==> src/ihb_pkg.sv <==
package ihb_pkg;

	// ==========================================================
	// Widths
	localparam int DATA_W = 8;
	localparam int ADDR_W = 6;
	localparam int PIN_ADDR_W = 5;

	// ==========================================================
	// Timing
	localparam int SYS_CLK_KHZ = 10000;
	localparam int DCL_FREQ_KHZ = 1536;
	localparam int RST_PULSE_DCL = 4;
	// Least time, so round up to whole system clocks
	localparam int RST_PULSE_CYC =
		(RST_PULSE_DCL * SYS_CLK_KHZ + DCL_FREQ_KHZ - 1) / DCL_FREQ_KHZ;
	localparam int RST_CNT_W = 6;

	// ==========================================================
	// Reset values
	localparam logic [DATA_W-1:0] BUS_RST = 8'h00;
	localparam logic [ADDR_W-1:0] ADDR_RST = 6'h00;
	localparam logic [RST_CNT_W-1:0] RST_CNT_RST = 6'h00;
	localparam logic [RST_CNT_W-1:0] RST_CNT_LOAD = RST_CNT_W'(RST_PULSE_CYC);

	// ==========================================================
	// Access sequencer
	typedef enum logic [1:0] {
		IHB_IDLE,
		IHB_RD_FETCH,
		IHB_RD_DRIVE,
		IHB_WR_HOLD
	} ihb_acc_type;

endpackage

==> src/ihb_host_port.sv <==
`timescale 1ns/1ps
// Behaviour
// RULE1 - Strobes ignored unless chip select low
// RULE2 - Direction high means read, low write
// RULE3 - Write strobe low captures write data
// RULE4 - Data strobe rise ends access
// RULE5 - Read strobe low drives register data
// RULE6 - Interrupt pin sinks low while pending
// RULE7 - Latch enable high latches multiplexed address
// RULE8 - Latch enable activity selects multiplexed mode
// RULE9 - Multiplexed lines carry address then data
// RULE10 - Non-multiplexed address from six pins
// RULE11 - Reset pin high resets the device
// RULE12 - Terminal mode may drive reset out
// RULE13 - Wake falling edge: interrupt and reset
// RULE14 - Synchronise strobes and wake before use
module ihb_host_port
	import ihb_pkg::*;
(
	// Clock and reset
	input  wire logic                  sys_clk,
	input  wire logic                  reset_n,
	// Configuration
	input  wire logic                  bus_style_strobe_dir,
	input  wire logic                  term_func_en,
	// Host control pins
	input  wire logic                  host_select_n,
	input  wire logic                  write_n_or_direction,
	input  wire logic                  read_n_or_strobe,
	input  wire logic                  addr_latch_strobe,
	// Host address and data pins
	input  wire logic [PIN_ADDR_W-1:0] host_addr_bit,
	input  wire logic                  addr5_or_wake,
	input  wire logic [DATA_W-1:0]     shared_bus_line_in,
	output logic      [DATA_W-1:0]     shared_bus_line_out,
	output logic                       shared_bus_line_oe,
	// Interrupt pin, open drain
	output logic                       irq_out_n_out,
	output logic                       irq_out_n_oe,
	// Reset pin, two way
	input  wire logic                  reset_pin_bidir_in,
	output logic                       reset_pin_bidir_out,
	output logic                       reset_pin_bidir_oe,
	// Internal register side
	output logic      [ADDR_W-1:0]     reg_addr,
	output logic      [DATA_W-1:0]     reg_wr_data,
	output logic                       reg_wr,
	output logic                       reg_rd,
	input  wire logic [DATA_W-1:0]     reg_rd_data,
	// Core side status and events
	input  wire logic                  core_irq_req,
	input  wire logic                  wake_irq_clear,
	output logic                       wake_irq_pending,
	output logic                       mux_mode,
	output logic                       dev_reset
);

	// ==========================================================
	// Helpers
	function automatic logic fell(input logic prev, input logic cur);
		fell = prev & ~cur;
	endfunction

	function automatic logic rose(input logic prev, input logic cur);
		rose = ~prev & cur;
	endfunction

	// ==========================================================
	// Pin synchronisers
	logic                  cs_n_m_r, cs_n_r;
	logic                  wrd_m_r, wrd_r;
	logic                  rds_m_r, rds_r;
	logic                  ale_m_r, ale_r;
	logic                  wake_m_r, wake_r;
	logic                  rpin_m_r, rpin_r;
	logic [PIN_ADDR_W-1:0] addr_m_r, addr_r;
	logic [DATA_W-1:0]     data_m_r, data_r;
	logic                  wrd_d_r, rds_d_r, wake_d_r;

	always_ff @(posedge sys_clk) begin
		if (!reset_n) begin
			cs_n_m_r <= 1'b1;
			cs_n_r   <= 1'b1;
			wrd_m_r  <= 1'b1;
			wrd_r    <= 1'b1;
			rds_m_r  <= 1'b1;
			rds_r    <= 1'b1;
			ale_m_r  <= 1'b0;
			ale_r    <= 1'b0;
			wake_m_r <= 1'b1;
			wake_r   <= 1'b1;
			rpin_m_r <= 1'b0;
			rpin_r   <= 1'b0;
			addr_m_r <= 5'h00;
			addr_r   <= 5'h00;
			data_m_r <= BUS_RST;
			data_r   <= BUS_RST;
			wrd_d_r  <= 1'b1;
			rds_d_r  <= 1'b1;
			wake_d_r <= 1'b1;
		end else begin
			cs_n_m_r <= host_select_n; // RULE14
			cs_n_r   <= cs_n_m_r;
			wrd_m_r  <= write_n_or_direction;
			wrd_r    <= wrd_m_r;
			rds_m_r  <= read_n_or_strobe;
			rds_r    <= rds_m_r;
			ale_m_r  <= addr_latch_strobe;
			ale_r    <= ale_m_r;
			wake_m_r <= addr5_or_wake; // RULE14
			wake_r   <= wake_m_r;
			rpin_m_r <= reset_pin_bidir_in;
			rpin_r   <= rpin_m_r;
			addr_m_r <= host_addr_bit;
			addr_r   <= addr_m_r;
			data_m_r <= shared_bus_line_in;
			data_r   <= data_m_r;
			// One cycle history for edge detection on synchronised levels
			wrd_d_r  <= wrd_r;
			rds_d_r  <= rds_r;
			wake_d_r <= wake_r;
		end
	end

	// ==========================================================
	// Local reset: system reset or reset pin held high
	logic blk_rst;
	assign blk_rst = !reset_n || rpin_r; // RULE11

	// ==========================================================
	// Bus type and address path
	logic             mux_mode_r;
	logic [ADDR_W-1:0] mux_addr_r;

	// Once latch enable has been seen high the port stays multiplexed;
	// a tied-low latch enable leaves it in separate-address form.
	always_ff @(posedge sys_clk) begin
		if (!reset_n) begin
			mux_mode_r <= 1'b0;
		end else if (ale_r) begin
			mux_mode_r <= 1'b1; // RULE8
		end
	end

	always_ff @(posedge sys_clk) begin
		if (blk_rst) begin
			mux_addr_r <= ADDR_RST;
		end else if (ale_r) begin
			mux_addr_r <= data_r[ADDR_W-1:0]; // RULE7 RULE9
		end
	end

	// In terminal mode the top address pin is the wake line, not address
	logic [ADDR_W-1:0] cur_addr;
	assign cur_addr = mux_mode_r ? mux_addr_r
		: {(term_func_en ? 1'b0 : wake_r), addr_r}; // RULE10 RULE13

	// ==========================================================
	// Access decode per bus style
	logic sel;
	logic acc_start_rd, acc_start_wr, acc_end;
	assign sel = ~cs_n_r; // RULE1

	always_comb begin
		acc_start_rd = 1'b0;
		acc_start_wr = 1'b0;
		acc_end      = 1'b0;
		if (bus_style_strobe_dir) begin
			// Direction sampled when the data strobe falls
			acc_start_rd = sel && fell(rds_d_r, rds_r) && wrd_r;  // RULE2
			acc_start_wr = sel && fell(rds_d_r, rds_r) && !wrd_r; // RULE2
			acc_end      = rose(rds_d_r, rds_r) || cs_n_r;        // RULE4
		end else begin
			acc_start_rd = sel && fell(rds_d_r, rds_r) && wrd_r;  // RULE5
			acc_start_wr = sel && fell(wrd_d_r, wrd_r) && rds_r;  // RULE3
			acc_end      = (rds_r && wrd_r) || cs_n_r;
		end
	end

	// ==========================================================
	// Access sequencer
	ihb_acc_type       acc_r, acc_nxt;
	logic [ADDR_W-1:0] reg_addr_r;
	logic [DATA_W-1:0] reg_wr_data_r;
	logic              reg_wr_r, reg_rd_r;
	logic [DATA_W-1:0] bus_out_r;
	logic              bus_oe_r;

	always_comb begin
		acc_nxt = acc_r;
		case (acc_r)
			IHB_IDLE: begin
				if (acc_start_rd) begin
					acc_nxt = IHB_RD_FETCH;
				end else if (acc_start_wr) begin
					acc_nxt = IHB_WR_HOLD;
				end
			end
			IHB_RD_FETCH: begin
				acc_nxt = acc_end ? IHB_IDLE : IHB_RD_DRIVE;
			end
			IHB_RD_DRIVE: begin
				if (acc_end) begin
					acc_nxt = IHB_IDLE;
				end
			end
			IHB_WR_HOLD: begin
				if (acc_end) begin
					acc_nxt = IHB_IDLE;
				end
			end
			default: begin
				acc_nxt = IHB_IDLE;
			end
		endcase
	end

	always_ff @(posedge sys_clk) begin
		if (blk_rst) begin
			acc_r <= IHB_IDLE;
		end else begin
			acc_r <= acc_nxt;
		end
	end

	// Address is frozen at the start of each access
	always_ff @(posedge sys_clk) begin
		if (blk_rst) begin
			reg_addr_r <= ADDR_RST;
		end else if (acc_r == IHB_IDLE && (acc_start_rd || acc_start_wr)) begin
			reg_addr_r <= cur_addr;
		end
	end

	// Write data follows the bus for the whole low phase, committed at the end
	always_ff @(posedge sys_clk) begin
		if (blk_rst) begin
			reg_wr_data_r <= BUS_RST;
			reg_wr_r      <= 1'b0;
		end else begin
			reg_wr_r <= 1'b0;
			if ((acc_r == IHB_IDLE && acc_start_wr) || acc_r == IHB_WR_HOLD) begin
				reg_wr_data_r <= data_r; // RULE3
			end
			if (acc_r == IHB_WR_HOLD && acc_end) begin
				reg_wr_r <= 1'b1; // RULE4
			end
		end
	end

	always_ff @(posedge sys_clk) begin
		if (blk_rst) begin
			reg_rd_r <= 1'b0;
		end else begin
			reg_rd_r <= (acc_r == IHB_IDLE) && acc_start_rd;
		end
	end

	// Read data is driven only while the strobe stays active
	always_ff @(posedge sys_clk) begin
		if (blk_rst) begin
			bus_out_r <= BUS_RST;
			bus_oe_r  <= 1'b0;
		end else begin
			if (acc_r == IHB_RD_FETCH) begin
				bus_out_r <= reg_rd_data;
			end
			bus_oe_r <= (acc_r == IHB_RD_FETCH || acc_r == IHB_RD_DRIVE)
				&& !acc_end; // RULE5 RULE4 RULE1
		end
	end

	// ==========================================================
	// Wake line and reset pulse
	logic                 wake_evt;
	logic                 wake_pend_r;
	logic [RST_CNT_W-1:0] rst_cnt_r;
	logic                 rst_drv_r;

	assign wake_evt = term_func_en && fell(wake_d_r, wake_r); // RULE13

	// A wake event in the same cycle as the clear keeps the flag set
	always_ff @(posedge sys_clk) begin
		if (!reset_n) begin
			wake_pend_r <= 1'b0;
		end else if (wake_evt) begin
			wake_pend_r <= 1'b1; // RULE13
		end else if (wake_irq_clear) begin
			wake_pend_r <= 1'b0;
		end
	end

	// Own pulse is not cleared by the pin read-back, else it would cut itself short
	always_ff @(posedge sys_clk) begin
		if (!reset_n) begin
			rst_cnt_r <= RST_CNT_RST;
			rst_drv_r <= 1'b0;
		end else if (wake_evt && term_func_en) begin
			rst_cnt_r <= RST_CNT_LOAD;
			rst_drv_r <= 1'b1; // RULE12
		end else if (rst_cnt_r != RST_CNT_RST) begin
			rst_cnt_r <= rst_cnt_r - 1'b1;
			rst_drv_r <= (rst_cnt_r != RST_CNT_W'(1));
		end else begin
			rst_drv_r <= 1'b0;
		end
	end

	// ==========================================================
	// Output registers
	logic irq_oe_r;
	logic dev_reset_r;

	always_ff @(posedge sys_clk) begin
		if (!reset_n) begin
			irq_oe_r <= 1'b0;
		end else begin
			irq_oe_r <= core_irq_req || wake_pend_r; // RULE6
		end
	end

	always_ff @(posedge sys_clk) begin
		if (!reset_n) begin
			dev_reset_r <= 1'b1;
		end else begin
			dev_reset_r <= rpin_r || rst_drv_r; // RULE11
		end
	end

	// Open drain: the pin level is always low, only the enable moves
	assign irq_out_n_out       = 1'b0;
	assign irq_out_n_oe        = irq_oe_r;
	assign reset_pin_bidir_out = rst_drv_r;
	assign reset_pin_bidir_oe  = rst_drv_r;
	assign shared_bus_line_out = bus_out_r;
	assign shared_bus_line_oe  = bus_oe_r;
	assign reg_addr            = reg_addr_r;
	assign reg_wr_data         = reg_wr_data_r;
	assign reg_wr              = reg_wr_r;
	assign reg_rd              = reg_rd_r;
	assign wake_irq_pending    = wake_pend_r;
	assign mux_mode            = mux_mode_r;
	assign dev_reset           = dev_reset_r;

endmodule

==> config.mk <==
export PLATFORM = sky130hd
export DESIGN_NAME = ihb_host_port
export DESIGN_NICKNAME = d
export VERILOG_FILES = /design/src/ihb_pkg.sv /design/src/ihb_host_port.sv
export SDC_FILE = /design/constraint.sdc
export NUM_CORES = 1
export LEC_CHECK = 0
export BUFFER_PORTS_ARGS = -buffer_cell sky130_fd_sc_hd__buf_2
export CAP_MARGIN = 15
export CORE_UTILIZATION = 53
export CTS_CLUSTER_DIAMETER = 150
export DETAILED_ROUTE_END_ITERATION = 12
export GPL_ROUTABILITY_DRIVEN = 0
export PLACE_DENSITY = 0.9
export RECOVER_POWER = 100
export SLEW_MARGIN = 5
export SYNTH_ARGS = -nofsm -noshare
export SYNTH_HDL_FRONTEND = slang
export SYNTH_SLANG_ARGS = --single-unit
export TNS_END_PERCENT = 1
==> constraint.sdc <==
create_clock -name sys_clk -period 2.1 [get_ports sys_clk]
set_clock_uncertainty 0.2 [all_clocks]
set_input_delay 0.315 -clock sys_clk [delete_from_list [all_inputs] [get_ports sys_clk]]
set_output_delay 0.315 -clock sys_clk [all_outputs]
set_load 0.005 [all_outputs]
; ---- Yosys cells after proc, flatten, opt, wreduce, memory -nomap -nowiden
; Index checks and enable logic that the tools add are counted.
[word_totals]
reg_bits = 85
latch_bits = 0
mem_bits_rw = 0
romBits = 0
input_bits = 33
output_inout_bits = 32
elab_cells = 98
mem_count = 0
[classes]
add_sub_neg = 1
multipliers = 0
div_mod_pow = 0
order_cmp = 0
n_eq_ne = 6
n_shift = 0
muxes = 16
bitwise_logic = 10
n_reduce_logical = 31
[ops]
columns = op, count
row1 = 1-bit logical AND, 13
row2 = 5-bit two-way mux, 2
row3 = 1-bit logical OR, 8
row4 = 1-bit two-way mux, 8
row5 = 2-bit two-way mux, 4
row6 = 6-bit two-way mux, 1
row7 = "6-bit by 1-bit inequality test with 1-bit output, second input constant", 1
row8 = 1-bit NOT, 6
row9 = 2-bit case mux with 3 select lines, 1
row10 = 6-bit nonzero test, 1
row11 = "6-bit by 1-bit subtractor with 6-bit output, second input constant", 1
row12 = 1-bit AND, 4
row13 = "2-bit equality test, second input constant", 2
row14 = 2-bit nonzero test, 2
row15 = 2-bit OR reduction, 2
row16 = 1-bit logical NOT, 3
row17 = "3-bit inequality test, second input constant", 1
row18 = "2-bit by 1-bit equality test with 1-bit output, second input constant", 1
row19 = 2-bit logical NOT, 1
row20 = "2-bit by 1-bit inequality test with 1-bit output, second input constant", 1
row21 = 2-bit AND reduction, 1

; ---- Longest topological paths before layout
[logic_depth]
ltp_word = 8
depth_mapped = 6
depth_no_buf = 6

; ---- Least setup slack after synthesis
; No wires, ideal clock.
[synth_path]
path_kind = register to register
start = register acc_r[0]
end = register acc_r[0]
arrival_time_ns = 1.477
required_time_ns = 1.829
slack_ns = 0.353
path_stages_with_launch = 7
n_path_buf = 1
period_less_slack_ns = 1.747
cell_sequence = dfxtp_1 > ha_1 > buf_2 > nor2_1 > nor4_1 > or4b_1 > a21oi_1
[synth_via]
elab_chain_cells = 4
[synth_lines]
columns = element, line
row1 = from (decl), ihb_host_port.sv:182  ; ihb_acc_type acc_r, acc_nxt;
row2 = from (signal assigned), ihb_host_port.sv:222  ; acc_r <= acc_nxt;
row3 = 2-bit equality test, ihb_host_port.sv:191  ; case (acc_r)
row4 = 2-bit OR reduction (no line), n/a
row5 = 2-bit by 1-bit inequality test with 1-bit output (no line), n/a
row6 = 2-bit AND reduction (no line), n/a
; Several ways; a longest one is shown, not always the timed one.
; A chain may end at the register's enable or synchronous reset.

; ---- Worst setup path after layout
; Same ends and word-level chain as after synthesis.

==> qor_table.md <==
| Result | Reported | Unit |
|:---|:---|:---|
| End point of the most critical hold path | shared_bus_line_out[1] | - |
| Most common cell after layout, fill and taps aside | sky130_fd_sc_hd__dfxtp_1 | - |
| Measured slew at the worst slew-check pin | 0.946 | ns |
| HPWL after detailed placement | 3810 | um |
| Post-CTS repair timing setup buffer count | 0 | - |
| Starting Density | 55.2 | % |
| Classification of the worst setup path | flop to flop | - |
| Final worst path period share | 91.1 | % |
| Sequential share of the synthesized area | 56.0 | % |
| Clock tree from TritonCTS | done | - |
| Origin of the critical flop-to-flop path | acc_r[0] | - |
| Power density relative to cell area | 879 | nW/um^2 |
| Clock sinks | 85 | - |
| Vias in the first global route | 2196 | - |
| Drt wl/cell | 13.0 | um |
| Master cell of the clock root buffer | sky130_fd_sc_hd__clkbuf_8 | - |
| Yosys warning total | 0 | - |
| Worst relative slew slack | 36.9 | % |
| Port Buffers | 63 | - |
| Area of the mapped netlist | 3040 | sq um |
| Post-route DRC violation count | 0 | - |
| Final Slew Violations | 0 | - |
| Diode insertion count for antenna repair | 0 | - |
| Die Wd | 77.7 | um |
| Critical path endpoint category | flop | - |
| Synth Flop Type | sky130_fd_sc_hd__dfxtp_1 | - |
| Worst reg2reg path depth | 6 | - |
| FF-to-FF End | acc_r[0] | - |
| Top cells by area in the synthesized netlist | sky130_fd_sc_hd__dfxtp_1, sky130_fd_sc_hd__mux2i_1, sky130_fd_sc_hd__and2_1, sky130_fd_sc_hd__nand2b_1, sky130_fd_sc_hd__a21oi_1 | - |
| Cell count of the worst hold path | 3 | - |
| Wire length of the first global-routing pass | 9700 | um |
| I/O pin count | 65 | - |
| Clock Pin Slew Worst Setup and Hold Paths | 0.08 | ns |
| Die Span Y | 77.7 | um |
| Run status | finished clean | - |
| Syn nets | 337 | - |
| Maximum VDD drop | 0.582 | mV |
| Worst slack on hold paths | 0.00631 | ns |
| Worst Path Max Fanout | 4 | - |
| Cell count after synthesis | 296 | - |
| Post-synthesis to final-layout area growth | 25.1 | % |
| Maximum achievable frequency | 523 | MHz |
| Worst Path Arrival | 1.99 | ns |
| Remaining global-route overflow | 0 | - |
| Final setup violation count | 0 | - |
| Layout Cell Area excl Fill | 3800 | sq um |
| Data required time at the worst endpoint | 2.17 | ns |
| Max-cap violations | 0 | - |
| Maximum number of pins on one net before global-route repair | 34 | - |
| Register bit total from synthesis | 85 | - |
| Static leakage | 1.49 | nW |
| Routed vias | 2321 | - |
| Number of enable-type register cells in the synthesized netlist | 0 | - |
| Number of antenna violations at the first check in global routing | 0 | - |
| NumNets Final | 424 | - |
| RSZ-0062 raised after global routing | false | - |
| Hold Path Class | input port to flop | - |
| Total Routing Usage GR | 21.0 | % |
| Critical hold path startpoint | reg_rd_data[1] | - |
| Count of distinct cell types in the synthesized netlist | 39 | - |
| Clock period minus worst slack | 1.91 | ns |
| WL final | 5980 | um |
| Count of endpoints failing hold in the final timing report | 0 | - |
| Std-Cell Rows | 27 | - |
| Length of the first detailed-routing pass in iterations | 4 | - |
| Largest area contributor in the netlist | sky130_fd_sc_hd__dfxtp_1 | - |
| Post-Route Utilization | 69.0 | % |
| Core area | 5510 | sq um |
| Later-pin clock latency in the skew report | 0.35 | ns |
| Setup slack of the most critical reg-to-reg path | 0.19 | ns |
| Setup_tns | 0 | ns |
| Critical path launch point type | flop | - |
| Die Footprint | 6040 | sq um |
| Fraction of final layout cells sized beyond drive strength 1 | 17.3 | % |
| Vias/cell | 5.06 | - |
| Portion of synthesized cell area occupied by the leading cell type | 56.0 | % |
| Commonest non-fill, non-tap cells in the layout | sky130_fd_sc_hd__dfxtp_1, sky130_fd_sc_hd__buf_2, sky130_fd_sc_hd__nor2_1, sky130_fd_sc_hd__dlygate4sd3_1 | - |
| Final antenna-violating net count | 0 | - |
| Cts bufs inserted | 9 | - |
| Synthesized area per cell | 10.3 | sq um |
| Share of flip-flops with an asynchronous set or reset after synthesis | 0 | % |
| Buffer levels on the longest clock path | 2 | - |
| Placed inst area | 3410 | sq um |
| DRC violation total after the first TritonRoute iteration | 97 | - |
| Count of H-tree levels built during CTS | 3 | - |
==> routing by layer <==
| layer | part of all wire (%) | global-route usage, % | vias up |
|---|---|---|---|
| li1 | - | - | 1176 |
| met1 | 43 | 24.2 | 1072 |
| met2 | 50 | 34.7 | 58 |
| met3 | 4.4 | 4.35 | 15 |
| met4 | 2.9 | 15.1 | 0 |
| met5 | 0 | 0 | - |
==> kinds of logic after synthesis <==
logic type / share of synthesized area [%]
compound gates: 10.2
xor+xnor: 0.865
fa+ha+maj: 3.29
buf+inv: 3.33
flops: 56.0
mux: 6.59
other cells: 0.123
simple gates: 19.6
==> sequential cells by signal, indices dropped and copies added, names as in the netlist, 2 cells and up <==
| signal | cells |
|---|---|
| acc_r | 2 |
| addr_m_r | 5 |
| addr_r | 5 |
| data_m_r | 8 |
| data_r | 8 |
| mux_addr_r | 6 |
| reg_addr | 6 |
| reg_wr_data | 8 |
| rst_cnt_r | 6 |
| shared_bus_line_out | 8 |
==> final cells by class <==
type / count / area, sq um
Fill cell: 398 / 1710
Sequential cell: 85 / 1700
Multi-Input combinational cell: 187 / 1240
Timing Repair Buffer: 93 / 573
Clock buffer: 12 / 145
Tap cell: 72 / 90.1
Inverter: 7 / 26.3
Clock inverter: 3 / 22.5
==> worst max-delay path, stage by stage, from the launching register on <==
cell	delay (ns)
sky130_fd_sc_hd__dfxtp_1	0.39
sky130_fd_sc_hd__inv_1	0.10
sky130_fd_sc_hd__ha_1	0.20
sky130_fd_sc_hd__nor2_1	0.16
sky130_fd_sc_hd__o31ai_1	0.15
sky130_fd_sc_hd__or4b_1	0.51
sky130_fd_sc_hd__a21oi_1	0.13
==> cells in the mapped netlist (all sizes together), types with 2 or more instances <==
library cell,n
nor3,6
nor2,24
o31ai,2
nand2b,17
buf,4
nor2b,3
clkbuf,13
a21oi,21
nor3b,3
mux2i,20
clkinv,2
nand3,8
ha,8
a211oi,2
o21ai,13
nand2,2
a311oi,6
nand3b,5
xnor2,2
inv,5
or3,2
dfxtp,85
and2,30
==> how the worst max path moves through the flow <==
stage / start / end / slack [ns]
6_report: acc_r[0] / acc_r[0] / 0.19
2_1_floorplan: acc_r[0] / acc_r[0] / 0.35
4_1_cts: acc_r[0] / acc_r[1] / 0.18
3_5_place_dp: acc_r[0] / acc_r[1] / 0.24
5_1_grt: acc_r[0] / reg_wr_data[0] / 0.02
3_3_place_gp: acc_r[0] / acc_r[0] / 0.36
==> what timing repair did <==
action	in CTS	in global routing
setup endpoints to repair	0	1
resized for setup	0	1
endpoints found under the hold margin	24	0
hold buffers	24	0
==> where the power goes <==
part	total [mW]	switching [mW]	internal (mW)
registers	1.80	0.0811	1.72
clock network	0.993	0.537	0.456
logic	0.544	0.264	0.280
==> metrics by stage <==
stage / worst slack, ns / power, mW / cells
2_1_floorplan: 0.353 / 2.21 / 296
3_3_place_gp: 0.360 / 2.31 / 420
3_5_place_dp: 0.236 / 2.35 / 420
4_1_cts: 0.176 / 3.35 / 459
5_1_grt: 0.0207 / 3.50 / 459
6_report: 0.188 / 3.34 / 459
(Power assumes the default switching activity.)
